<file path="src/verilog/scrf_params.svh">
// constants for the receive-full flag block
`ifndef SCRF_PARAMS_SVH
`define SCRF_PARAMS_SVH
`define SCRF_ADDR_W        4
`define SCRF_OFS_CTRL      4'h0
`define SCRF_OFS_STATUS    4'h4
`define SCRF_OFS_HOLD      4'h8
`define SCRF_CTRL_RXEN_BIT 0
`define SCRF_CTRL_TYPE_BIT 1
`define SCRF_STAT_FULL_BIT 6
`define SCRF_FULL_RST      1'h0
`define SCRF_CTRL_RST      2'h0
`define SCRF_HOLD_RST      8'h00
`endif

</file>
<file path="src/verilog/scrf_pkg.sv">
// types shared by the receive-full flag block
package scrf_pkg;
  typedef enum logic {
    SCRF_CHAR  = 1'b0,
    SCRF_BLOCK = 1'b1
  } scrf_proto_t;

  typedef struct packed {
    logic       done;
    logic       perr;
    logic [7:0] data;
  } scrf_rx_t;

  typedef struct packed {
    logic        rxen;
    scrf_proto_t proto;
  } scrf_ctrl_t;
endpackage

</file>
<file path="src/verilog/scrf_xfer.sv">
// decides whether a finished reception moves into the holding register
`timescale 1ns/100ps
`include "scrf_params.svh"
module scrf_xfer (
  input  wire logic                 sys_clk,
  input  wire logic                 srst,
  input  wire scrf_pkg::scrf_rx_t   rx,
  input  wire scrf_pkg::scrf_ctrl_t ctrl,
  output logic                      load,
  output logic [7:0]                hold_data
);
  logic [7:0] hold_r;
  logic [7:0] hold_nxt;

  always_comb begin
    // character protocol drops parity-failed bytes; block keeps them
    load = rx.done && ctrl.rxen // see (RL7)
           && (!rx.perr // see (RL5)
               || ctrl.proto == scrf_pkg::SCRF_BLOCK); // see (RL6)
    hold_nxt = load ? rx.data : hold_r; // see (RL4)
  end

  always_ff @(posedge sys_clk) begin
    if (srst) begin
      hold_r <= `SCRF_HOLD_RST;
    end else begin
      hold_r <= hold_nxt;
    end
  end

  assign hold_data = hold_r;

  chk_char_perr_drop: assert property (@(posedge sys_clk) // see (RL5)
    disable iff (srst)
    rx.done && rx.perr && ctrl.proto == scrf_pkg::SCRF_CHAR
    |=> $stable(hold_r))
    else $error("holding changed on char parity error");
  chk_rxoff_hold: assert property (@(posedge sys_clk) // see (RL7)
    disable iff (srst)
    !ctrl.rxen |=> $stable(hold_r))
    else $error("holding changed with receiver off");
  chk_block_perr_load: assert property (@(posedge sys_clk) // see (RL6)
    disable iff (srst)
    rx.done && rx.perr && ctrl.rxen && ctrl.proto == scrf_pkg::SCRF_BLOCK
    |=> hold_r == $past(rx.data))
    else $error("block parity byte not loaded");
endmodule // scrf_xfer

</file>
<file path="src/verilog/scrf_top.sv">
// receive-full flag, holding register and control bits behind a plain port
//
// Contract
// (RL1) reset clears the receive-full flag.
// (RL2) reading the holding register clears the flag.
// (RL3) writing 0 to the flag bit clears it.
// (RL4) good reception loads the holding register and sets the flag.
// (RL5) character protocol: parity error leaves holding and flag alone.
// (RL6) block protocol: parity error still loads and sets the flag.
// (RL7) receiver disabled: holding and flag stay unchanged.
// (RL8) writing 1 to the flag bit has no effect.
`timescale 1ns/100ps
`include "scrf_params.svh"
module scrf_top (
  input  wire logic                    sys_clk,
  input  wire logic                    srst,
  input  wire logic [`SCRF_ADDR_W-1:0] addr,
  input  wire logic [31:0]             wdata,
  input  wire logic                    wr,
  input  wire logic                    rd,
  output logic [31:0]                  rdata,
  input  wire logic                    rx_done,
  input  wire logic                    rx_perr,
  input  wire logic [7:0]              rx_data,
  output logic                         receive_full_flag,
  output logic [7:0]                   receive_holding_register
);
  ////////////////////////////////////////////////////////////////////////////
  scrf_pkg::scrf_ctrl_t ctrl_r;
  scrf_pkg::scrf_ctrl_t ctrl_nxt;
  scrf_pkg::scrf_rx_t   rx;
  logic                 full_r;
  logic                 full_nxt;
  logic [31:0]          rdata_r;
  logic [31:0]          rdata_nxt;
  logic                 load;
  logic [7:0]           hold_data;

  function automatic logic hit(input logic [`SCRF_ADDR_W-1:0] a,
                               input logic [`SCRF_ADDR_W-1:0] o);
    hit = (a == o);
  endfunction

  assign rx = '{done: rx_done, perr: rx_perr, data: rx_data};

  scrf_xfer u_xfer (
    .sys_clk   (sys_clk),
    .srst      (srst),
    .rx        (rx),
    .ctrl      (ctrl_r),
    .load      (load),
    .hold_data (hold_data)
  );

  ////////////////////////////////////////////////////////////////////////////
  always_comb begin
    ctrl_nxt = ctrl_r;
    if (wr && hit(addr, `SCRF_OFS_CTRL)) begin
      ctrl_nxt.rxen  = wdata[`SCRF_CTRL_RXEN_BIT];
      ctrl_nxt.proto = scrf_pkg::scrf_proto_t'(wdata[`SCRF_CTRL_TYPE_BIT]);
    end
  end

  always_comb begin
    full_nxt = full_r;
    if (rd && hit(addr, `SCRF_OFS_HOLD)) begin
      full_nxt = 1'b0; // see (RL2)
    end
    // only a 0 clears; a 1 written is ignored
    if (wr && hit(addr, `SCRF_OFS_STATUS) &&
        !wdata[`SCRF_STAT_FULL_BIT]) begin
      full_nxt = 1'b0; // see (RL3) (RL8)
    end
    // set beats a clear in the same cycle so no byte is lost
    if (load) begin
      full_nxt = 1'b1; // see (RL4) (RL6)
    end
  end

  always_comb begin
    rdata_nxt = 32'h0000_0000;
    if (rd) begin
      if (hit(addr, `SCRF_OFS_CTRL)) begin
        rdata_nxt[`SCRF_CTRL_RXEN_BIT] = ctrl_r.rxen;
        rdata_nxt[`SCRF_CTRL_TYPE_BIT] = ctrl_r.proto;
      end else if (hit(addr, `SCRF_OFS_STATUS)) begin
        rdata_nxt[`SCRF_STAT_FULL_BIT] = full_r;
      end else if (hit(addr, `SCRF_OFS_HOLD)) begin
        rdata_nxt[7:0] = hold_data;
      end
    end
  end

  always_ff @(posedge sys_clk) begin
    if (srst) begin
      ctrl_r  <= `SCRF_CTRL_RST;
      full_r  <= `SCRF_FULL_RST; // see (RL1)
      rdata_r <= 32'h0000_0000;
    end else begin
      ctrl_r  <= ctrl_nxt;
      full_r  <= full_nxt;
      rdata_r <= rdata_nxt;
    end
  end

  assign rdata                    = rdata_r;
  assign receive_full_flag        = full_r;
  assign receive_holding_register = hold_data;

  ////////////////////////////////////////////////////////////////////////////
  // the bench keeps reads, writes and receptions apart; these also guard
  // the overlaps that it never drives
  chk_reset_clear: assert property (@(posedge sys_clk) // see (RL1)
    srst |=> !full_r)
    else $error("flag not cleared by reset");
  chk_read_clear: assert property (@(posedge sys_clk) // see (RL2)
    disable iff (srst)
    rd && hit(addr, `SCRF_OFS_HOLD) && !load |=> !full_r)
    else $error("read did not clear flag");
  chk_write0_clear: assert property (@(posedge sys_clk) // see (RL3)
    disable iff (srst)
    wr && hit(addr, `SCRF_OFS_STATUS) && !wdata[`SCRF_STAT_FULL_BIT]
    && !load |=> !full_r)
    else $error("write 0 did not clear flag");
  chk_load_set: assert property (@(posedge sys_clk) // see (RL4)
    disable iff (srst)
    rx_done && !rx_perr && ctrl_r.rxen |=> full_r
    && receive_holding_register == $past(rx_data))
    else $error("good byte not loaded");
  chk_no_stray_set: assert property (@(posedge sys_clk) // see (RL4)
    disable iff (srst)
    !full_r && !load |=> !full_r)
    else $error("flag set without a load");
  chk_hold_steady: assert property (@(posedge sys_clk) // see (RL4)
    disable iff (srst)
    !load |=> $stable(receive_holding_register))
    else $error("holding changed without a load");
  chk_load_wins: assert property (@(posedge sys_clk) // see (RL4)
    disable iff (srst)
    load |=> full_r)
    else $error("clear beat a load");
  chk_char_perr_flag: assert property (@(posedge sys_clk) // see (RL5)
    disable iff (srst)
    rx_done && rx_perr && ctrl_r.proto == scrf_pkg::SCRF_CHAR && full_r
    && !rd && !wr |=> full_r)
    else $error("flag disturbed on char parity");
  chk_char_perr_noset: assert property (@(posedge sys_clk) // see (RL5)
    disable iff (srst)
    rx_done && rx_perr && ctrl_r.proto == scrf_pkg::SCRF_CHAR && !full_r
    |=> !full_r)
    else $error("flag set on char parity");
  chk_char_perr_noload: assert property (@(posedge sys_clk) // see (RL5)
    disable iff (srst)
    rx_done && rx_perr && ctrl_r.proto == scrf_pkg::SCRF_CHAR |-> !load)
    else $error("char parity byte accepted");
  chk_block_perr_set: assert property (@(posedge sys_clk) // see (RL6)
    disable iff (srst)
    rx_done && rx_perr && ctrl_r.rxen
    && ctrl_r.proto == scrf_pkg::SCRF_BLOCK |=> full_r)
    else $error("flag not set on block parity");
  chk_rxoff_flag: assert property (@(posedge sys_clk) // see (RL7)
    disable iff (srst)
    !ctrl_r.rxen && !full_r |=> !full_r)
    else $error("flag set with receiver off");
  chk_rxoff_keep: assert property (@(posedge sys_clk) // see (RL7)
    disable iff (srst)
    !ctrl_r.rxen && full_r && !rd && !wr |=> full_r)
    else $error("flag lost with receiver off");
  chk_rxoff_noload: assert property (@(posedge sys_clk) // see (RL7)
    disable iff (srst)
    !ctrl_r.rxen |-> !load)
    else $error("byte accepted with receiver off");
  chk_write1_keep: assert property (@(posedge sys_clk) // see (RL8)
    disable iff (srst)
    wr && hit(addr, `SCRF_OFS_STATUS) && wdata[`SCRF_STAT_FULL_BIT]
    && !full_r && !load |=> !full_r)
    else $error("write 1 set the flag");
  chk_flag_keep: assert property (@(posedge sys_clk) // see (RL8)
    disable iff (srst)
    full_r && !(rd && hit(addr, `SCRF_OFS_HOLD))
    && !(wr && hit(addr, `SCRF_OFS_STATUS) && !wdata[`SCRF_STAT_FULL_BIT])
    |=> full_r)
    else $error("flag cleared without a clear");

  ////////////////////////////////////////////////////////////////////////////
  chk_read_data: assert property (@(posedge sys_clk)
    disable iff (srst)
    rd && hit(addr, `SCRF_OFS_STATUS) |=> rdata[`SCRF_STAT_FULL_BIT]
    == $past(full_r))
    else $error("status read mismatch");
  chk_status_bits: assert property (@(posedge sys_clk)
    disable iff (srst)
    rd && hit(addr, `SCRF_OFS_STATUS) |=> (rdata
    & ~(32'h0000_0001 << `SCRF_STAT_FULL_BIT)) == 32'h0000_0000)
    else $error("status read shows stray bits");
  chk_hold_read: assert property (@(posedge sys_clk)
    disable iff (srst)
    rd && hit(addr, `SCRF_OFS_HOLD)
    |=> rdata == {24'h00_0000, $past(receive_holding_register)})
    else $error("holding read mismatch");
  chk_ctrl_read: assert property (@(posedge sys_clk)
    disable iff (srst)
    rd && hit(addr, `SCRF_OFS_CTRL) |=> rdata[`SCRF_CTRL_RXEN_BIT]
    == $past(ctrl_r.rxen) && rdata[`SCRF_CTRL_TYPE_BIT] == $past(ctrl_r.proto))
    else $error("control read mismatch");
  chk_ctrl_write: assert property (@(posedge sys_clk)
    disable iff (srst)
    wr && hit(addr, `SCRF_OFS_CTRL) |=> ctrl_r.rxen == $past(wdata[0])
    && ctrl_r.proto == $past(wdata[`SCRF_CTRL_TYPE_BIT]))
    else $error("control write not taken");
  chk_ctrl_keep: assert property (@(posedge sys_clk)
    disable iff (srst)
    !(wr && hit(addr, `SCRF_OFS_CTRL)) |=> $stable(ctrl_r))
    else $error("control changed without a write");
  chk_unmapped_read: assert property (@(posedge sys_clk)
    disable iff (srst)
    rd && !hit(addr, `SCRF_OFS_CTRL) && !hit(addr, `SCRF_OFS_STATUS)
    && !hit(addr, `SCRF_OFS_HOLD) |=> rdata == 32'h0000_0000)
    else $error("unmapped read not zero");
  chk_rdata_idle: assert property (@(posedge sys_clk)
    disable iff (srst)
    !rd |=> rdata == 32'h0000_0000)
    else $error("read data outside its slot");

  cov_good_byte: cover property (@(posedge sys_clk) disable iff (srst)
    load && !rx_perr ##1 rd && hit(addr, `SCRF_OFS_HOLD));
  cov_block_perr: cover property (@(posedge sys_clk) disable iff (srst)
    load && rx_perr);
  cov_set_vs_clr: cover property (@(posedge sys_clk) disable iff (srst)
    load && rd && hit(addr, `SCRF_OFS_HOLD));
  cov_write0_clear: cover property (@(posedge sys_clk) disable iff (srst)
    full_r && wr && hit(addr, `SCRF_OFS_STATUS)
    && !wdata[`SCRF_STAT_FULL_BIT]);
  cov_rxoff_drop: cover property (@(posedge sys_clk) disable iff (srst)
    rx_done && !ctrl_r.rxen && full_r);
endmodule // scrf_top

</file>
<file path="config.mk">
export PLATFORM = sky130hd
export DESIGN_NAME = scrf_top
export DESIGN_NICKNAME = d
export VERILOG_FILES = /design/src/verilog/scrf_pkg.sv /design/src/verilog/scrf_xfer.sv /design/src/verilog/scrf_top.sv
export VERILOG_INCLUDE_DIRS = /design/src /design/src/verilog
export SDC_FILE = /design/constraint.sdc
export NUM_CORES = 1
export LEC_CHECK = 0
export BUFFER_PORTS_ARGS = -buffer_cell sky130_fd_sc_hd__buf_2
export CORE_MARGIN = 10
export CORE_UTILIZATION = 38
export DETAILED_ROUTE_END_ITERATION = 10
export PLACE_DENSITY = 0.94
export SLEW_MARGIN = 15
export SYNTH_ARGS = -nofsm -noshare
export SYNTH_HDL_FRONTEND = slang
export SYNTH_SLANG_ARGS = --single-unit
</file>
<file path="constraint.sdc">
create_clock -name sys_clk -period 2.15 [get_ports sys_clk]
set_clock_uncertainty 0.15 [all_clocks]
set_input_delay 0.215 -clock sys_clk [delete_from_list [all_inputs] [get_ports sys_clk]]
set_output_delay 0.215 -clock sys_clk [all_outputs]
set_load 0.02 [all_outputs]
</file>
After elaboration in Yosys (flattened, before gate mapping)
Cells that the tools add are included.
{"block": "classes", "mux": 7, "n_bitwise": 2, "n_reduce_logical": 14, "eq_ne": 2}
{"op": "2-to-1 mux 8 bit", "n": 1}
{"op": "logical AND 1 bit", "n": 6}
{"op": "2-to-1 mux 6 bit", "n": 1}
{"op": "OR reduction 5 bit", "n": 1}
{"op": "equality test 4 x 3 -> 1 bit, second input constant", "n": 1}
{"op": "equality test 4 bit, second input constant", "n": 1}
{"op": "zero test 4 bit", "n": 1}
{"op": "2-to-1 mux 1 bit", "n": 4}
{"op": "nonzero test 3 bit", "n": 1}
{"op": "OR reduction 3 bit", "n": 1}
{"op": "zero test 1 bit", "n": 2}
{"op": "2-to-1 mux 2 bit", "n": 1}
{"op": "NOT 1 bit", "n": 2}
{"op": "OR reduction 2 bit", "n": 1}
{"op": "logical OR 1 bit", "n": 1}
{"block": "word_totals", "out_inout_bits": 41, "inputBits": 50, "reg_bits": 43, "wordCells": 33}

Longest topological paths before layout
{"block": "depth", "ltp_word": 5, "mapped_depth": 4, "mapped_depth_nobuf": 3}

Modules after synthesis
Synthesis repeated with hierarchy kept, for this count alone.
{"block": "unflattened", "hier_cells": 101, "hier_area_um2": 1001.0}
{"module": "scrf_top", "n_inst": 1, "area_per_inst_um2": 621.8, "seq_area_each_um2": 220.2, "cells_each": 64}
{"module": "scrf_xfer", "n_inst": 1, "area_per_inst_um2": 379.1, "seq_area_each_um2": 160.2, "cells_each": 37}

Least setup slack after synthesis
OpenSTA, ideal clock, no wires.
{"block": "synth_timing", "kind": "input-to-reg", "start": "in srst", "end": "reg rdata_r[2] (netlist: rdata[2])", "arrival_time_ns": 1.130, "required_ns": 1.941, "path_buffers": 0, "path_stages": 3, "path_slack_ns": 0.810, "setup_ns": 0.059, "cell_sequence": "or4b_4 -> nor3b_4 -> and2_1"}
{"block": "synth_via", "elab_chain_cells": 1}
{"item": "from (decl)", "line_no": "scrf_top.sv:16", "rtl": "input wire logic srst,"}
{"item": "OR reduction 5 bit (no line)"}
{"item": "to (signal assigned)", "line_no": "scrf_top.sv:102", "rtl": "rdata_r <= rdata_nxt;"}
{"item": "to (decl)", "line_no": "scrf_top.sv:34", "rtl": "logic [31:0] rdata_r;"}
No other way between the ends.
A chain may end at the register's enable or synchronous reset.

Worst setup path after layout
{"block": "layout_timing", "start": "reg ctrl_r[0] (netlist bit)", "end": "reg full_r (netlist: receive_full_flag)"}
{"block": "layout_via", "elab_chain_cells": 3, "elab_cells_between_ends": 4, "classes_between": "1 x mux; 3 x reduce/logical"}
{"item": "from (decl)", "line_no": "scrf_top.sv:29", "rtl": "scrf_pkg::scrf_ctrl_t ctrl_r;"}
{"item": "from (signal assigned)", "line_no": "scrf_top.sv:96", "rtl": "ctrl_r <= `SCRF_CTRL_RST;"}
{"item": "from (signal assigned)", "line_no": "scrf_top.sv:100", "rtl": "ctrl_r <= ctrl_nxt;"}
{"item": "logical OR 1 bit (*)", "line_no": "scrf_xfer.sv:19", "rtl": "|| ctrl.proto == scrf_pkg::SCRF_BLOCK);"}
{"item": "logical AND 1 bit (*)", "line_no": "scrf_xfer.sv:18", "rtl": "&& (!rx.perr"}
{"item": "nonzero test 3 bit (no line) or 2-to-1 mux 1 bit (tied branches)"}
{"item": "to (signal assigned)", "line_no": "scrf_top.sv:97", "rtl": "full_r <= `SCRF_FULL_RST;"}
{"item": "to (signal assigned)", "line_no": "scrf_top.sv:101", "rtl": "full_r <= full_nxt;"}
{"item": "to (decl)", "line_no": "scrf_top.sv:32", "rtl": "logic full_r;"}
Mark *: on every way between the ends. The rest lies on a longest branch, timed or not.

==> impl_metrics.ini <==
[outcome]
status = finished, final reports clean

[synth]
synth_ff_type = dfxtp_1
ys_ff_latch = 19
synth_warnings = 0
syn_area_um2 = 947
yosysTopAreaCell = dfxtp_1
synth_area_per_cell_um2 = 9.20
synthCells = 103
synth.lib_cells_used.distinct = 23
ys_top_cells_by_area = dfxtp_1, buf_4, nand4_1, a21oi_1, mux2i_1
seq_area_frac_synth = 0.402
ys_async_sr_fraction = 0
synth_commonest_cells = buf_4, dfxtp_1, a21oi_1
synth_most_common_cell = buf_4
synth_enable_flop_cells = 0
synth_top_cell_area_share = 0.402

[critical_path]
cp.buffers_inverters = 0
crit_type = reg2reg
regToRegSetupSlack_ns = 0.79
endpoint_kind = flop
worstPathCellList = nor2b_1 -> o221a_1 -> nor3_1
path_max_fanout = 9
cp.required_ns = 2.19
worstSetupStartpointType = flop
crit_family = simple AND/OR/NAND/NOR gates
cp_slowest_cell = nor2b_1
slowest_delay_ns = 0.45
crit_arrival_ns = 1.40

[layout]
fillCellCount = 249
final_util = 0.448
multiInputGateArea_um2 = 453
register_area_um2 = 380
syn_to_final_growth_pct = 15.1
nets = 190
layout-drive-gt1-share = 0.309
antenna_cells = 0

[cts]
clk_latency_ns = 0.30
clockBufferDepth = 2
ctsHoldBuffers = 0
path_clk_slew_ns = 0.10
h-tree-depth = 1
cts_tree = yes
cts.sinks = 19
cts_resized = 0
cts_setup_buffers = 0
root_buffer = clkbuf_4
numCtsBuffers = 3

[floorplan]
core_area_mm2 = 0.00243
die_x_um = 69.9
initial_core_util = 0.389
die_area_mm2 = 0.00489
rows = 18
ios = 91
chipHeight_um = 69.9

[route]
drtAntennaViolNets = 0
drc = 0
vias_per_cell = 4.56
vias = 771
drt_iter0_drc = 35
wl_per_cell_um = 14.1
wirelength_um = 2390
dr.pass1.iters = 4

[sta]
hold_viol_final = 0
fin_crit_ns = 1.36
max_clock_freq_mhz = 735
finalMaxSlewViolations = 0
worst_pin_slew_ns = 0.547
rsz0062_at_grt = no
finalSetupTns_ns = 0
setup_viol = 0
slew_headroom = 0.635
fin_crit_sh = 0.633

[grt]
grt_pass1_vias = 877
grt_use_total = 0.0956
grt_first_pass_wirelength_um = 3930
grt_max_degree = 15
grt_overflow_total = 0
antenna_found_initial = 0

[placed_design]
io_buffers = 37
dp_hpwl_um = 1970
place_congestion = 0.776

[power]
p_leak_nw = 0.519
powerDensity_mw_per_mm2 = 567
p_total_mw = 0.618
ir_worst_vdd_mv = 0.257

[run]
drv_cap = 0

[min_path]
hold_class = in2reg
## worst min-delay path: stages
cell      delay (ns)
buf_2           0.10
nand2b_1        0.05
mux2i_1         0.06
## final cells by class
cell class                      instances  area share
Clock buffer                            4      0.0241
Multi-Input combinational cell         78       0.416
Sequential cell                        19       0.349
Tap cell                               30      0.0344
Timing Repair Buffer                   38       0.177
## placed cells by master (no fill, tap or decap), drive strengths merged, types with 2 or more instances in the layout
cell type   n
nand2b      5
mux2i       4
nor3        3
nand3b      2
nand4       8
conb       24
and2        5
buf        38
clkbuf      4
a21oi       9
dfxtp      19
o21ai       8
## cell families (layout without fill, tap and decap cells)
family          count (synthesis)  count (layout)  share of synthesized area
simple gates                   31              31                      0.232
other cells                     1              24                    0.00396
mux                             4               4                     0.0423
compound gates                 19              19                      0.108
buf+inv                        29              42                      0.211
flops                          19              19                      0.402
## final timing paths
kind,start,endpoint,depth (start not counted)
setup / recovery,ctrl_r[0]$_SDFFE_PP0P_,receive_full_flag$_SDFFE_PP0P_,3
hold / removal,wdata[1],ctrl_r[0]$_SDFFE_PP0P_,3
setup reg to reg,ctrl_r[0]$_SDFFE_PP0P_,receive_full_flag$_SDFFE_PP0P_,3
hold reg to reg,u_xfer.hold_data[3]$_SDFFE_PP0P_,rdata[3]$_SDFF_PP0_,1
## sequential cells by signal (all words and copies together), names as in the netlist
register           flops
rdata                  8
u_xfer.hold_data       8
receive_full_flag      1
ctrl_r                 2
## layer usage
metal,vias to the layer above,part of all wire,global-route usage
li1,384,-,-
met1,340,0.34,0.0858
met2,37,0.51,0.172
met3,10,0.091,0.0311
met4,0,0.051,0.0746
met5,-,0,0
## where the power goes
group          switching [mW]  internal [mW]
sequential           0.000610          0.353
combinational          0.0650         0.0224
clock                   0.105         0.0722
total                   0.170          0.447
## per-stage QoR
step / cells / instance area (um2) / setup slack, ns / hold slack [ns]
after floorplan: 126 / 1030 / 0.810 / 0.144
after global placement: 165 / 1060 / 0.526 / 0.301
after detailed placement: 165 / 1060 / 0.494 / 0.314
after CTS: 169 / 1090 / 0.790 / 0.0207
after global routing: 169 / 1090 / 0.680 / 0.0187
final: 169 / 1090 / 0.790 / 0.0134
Power figures use the tool's default switching activity.
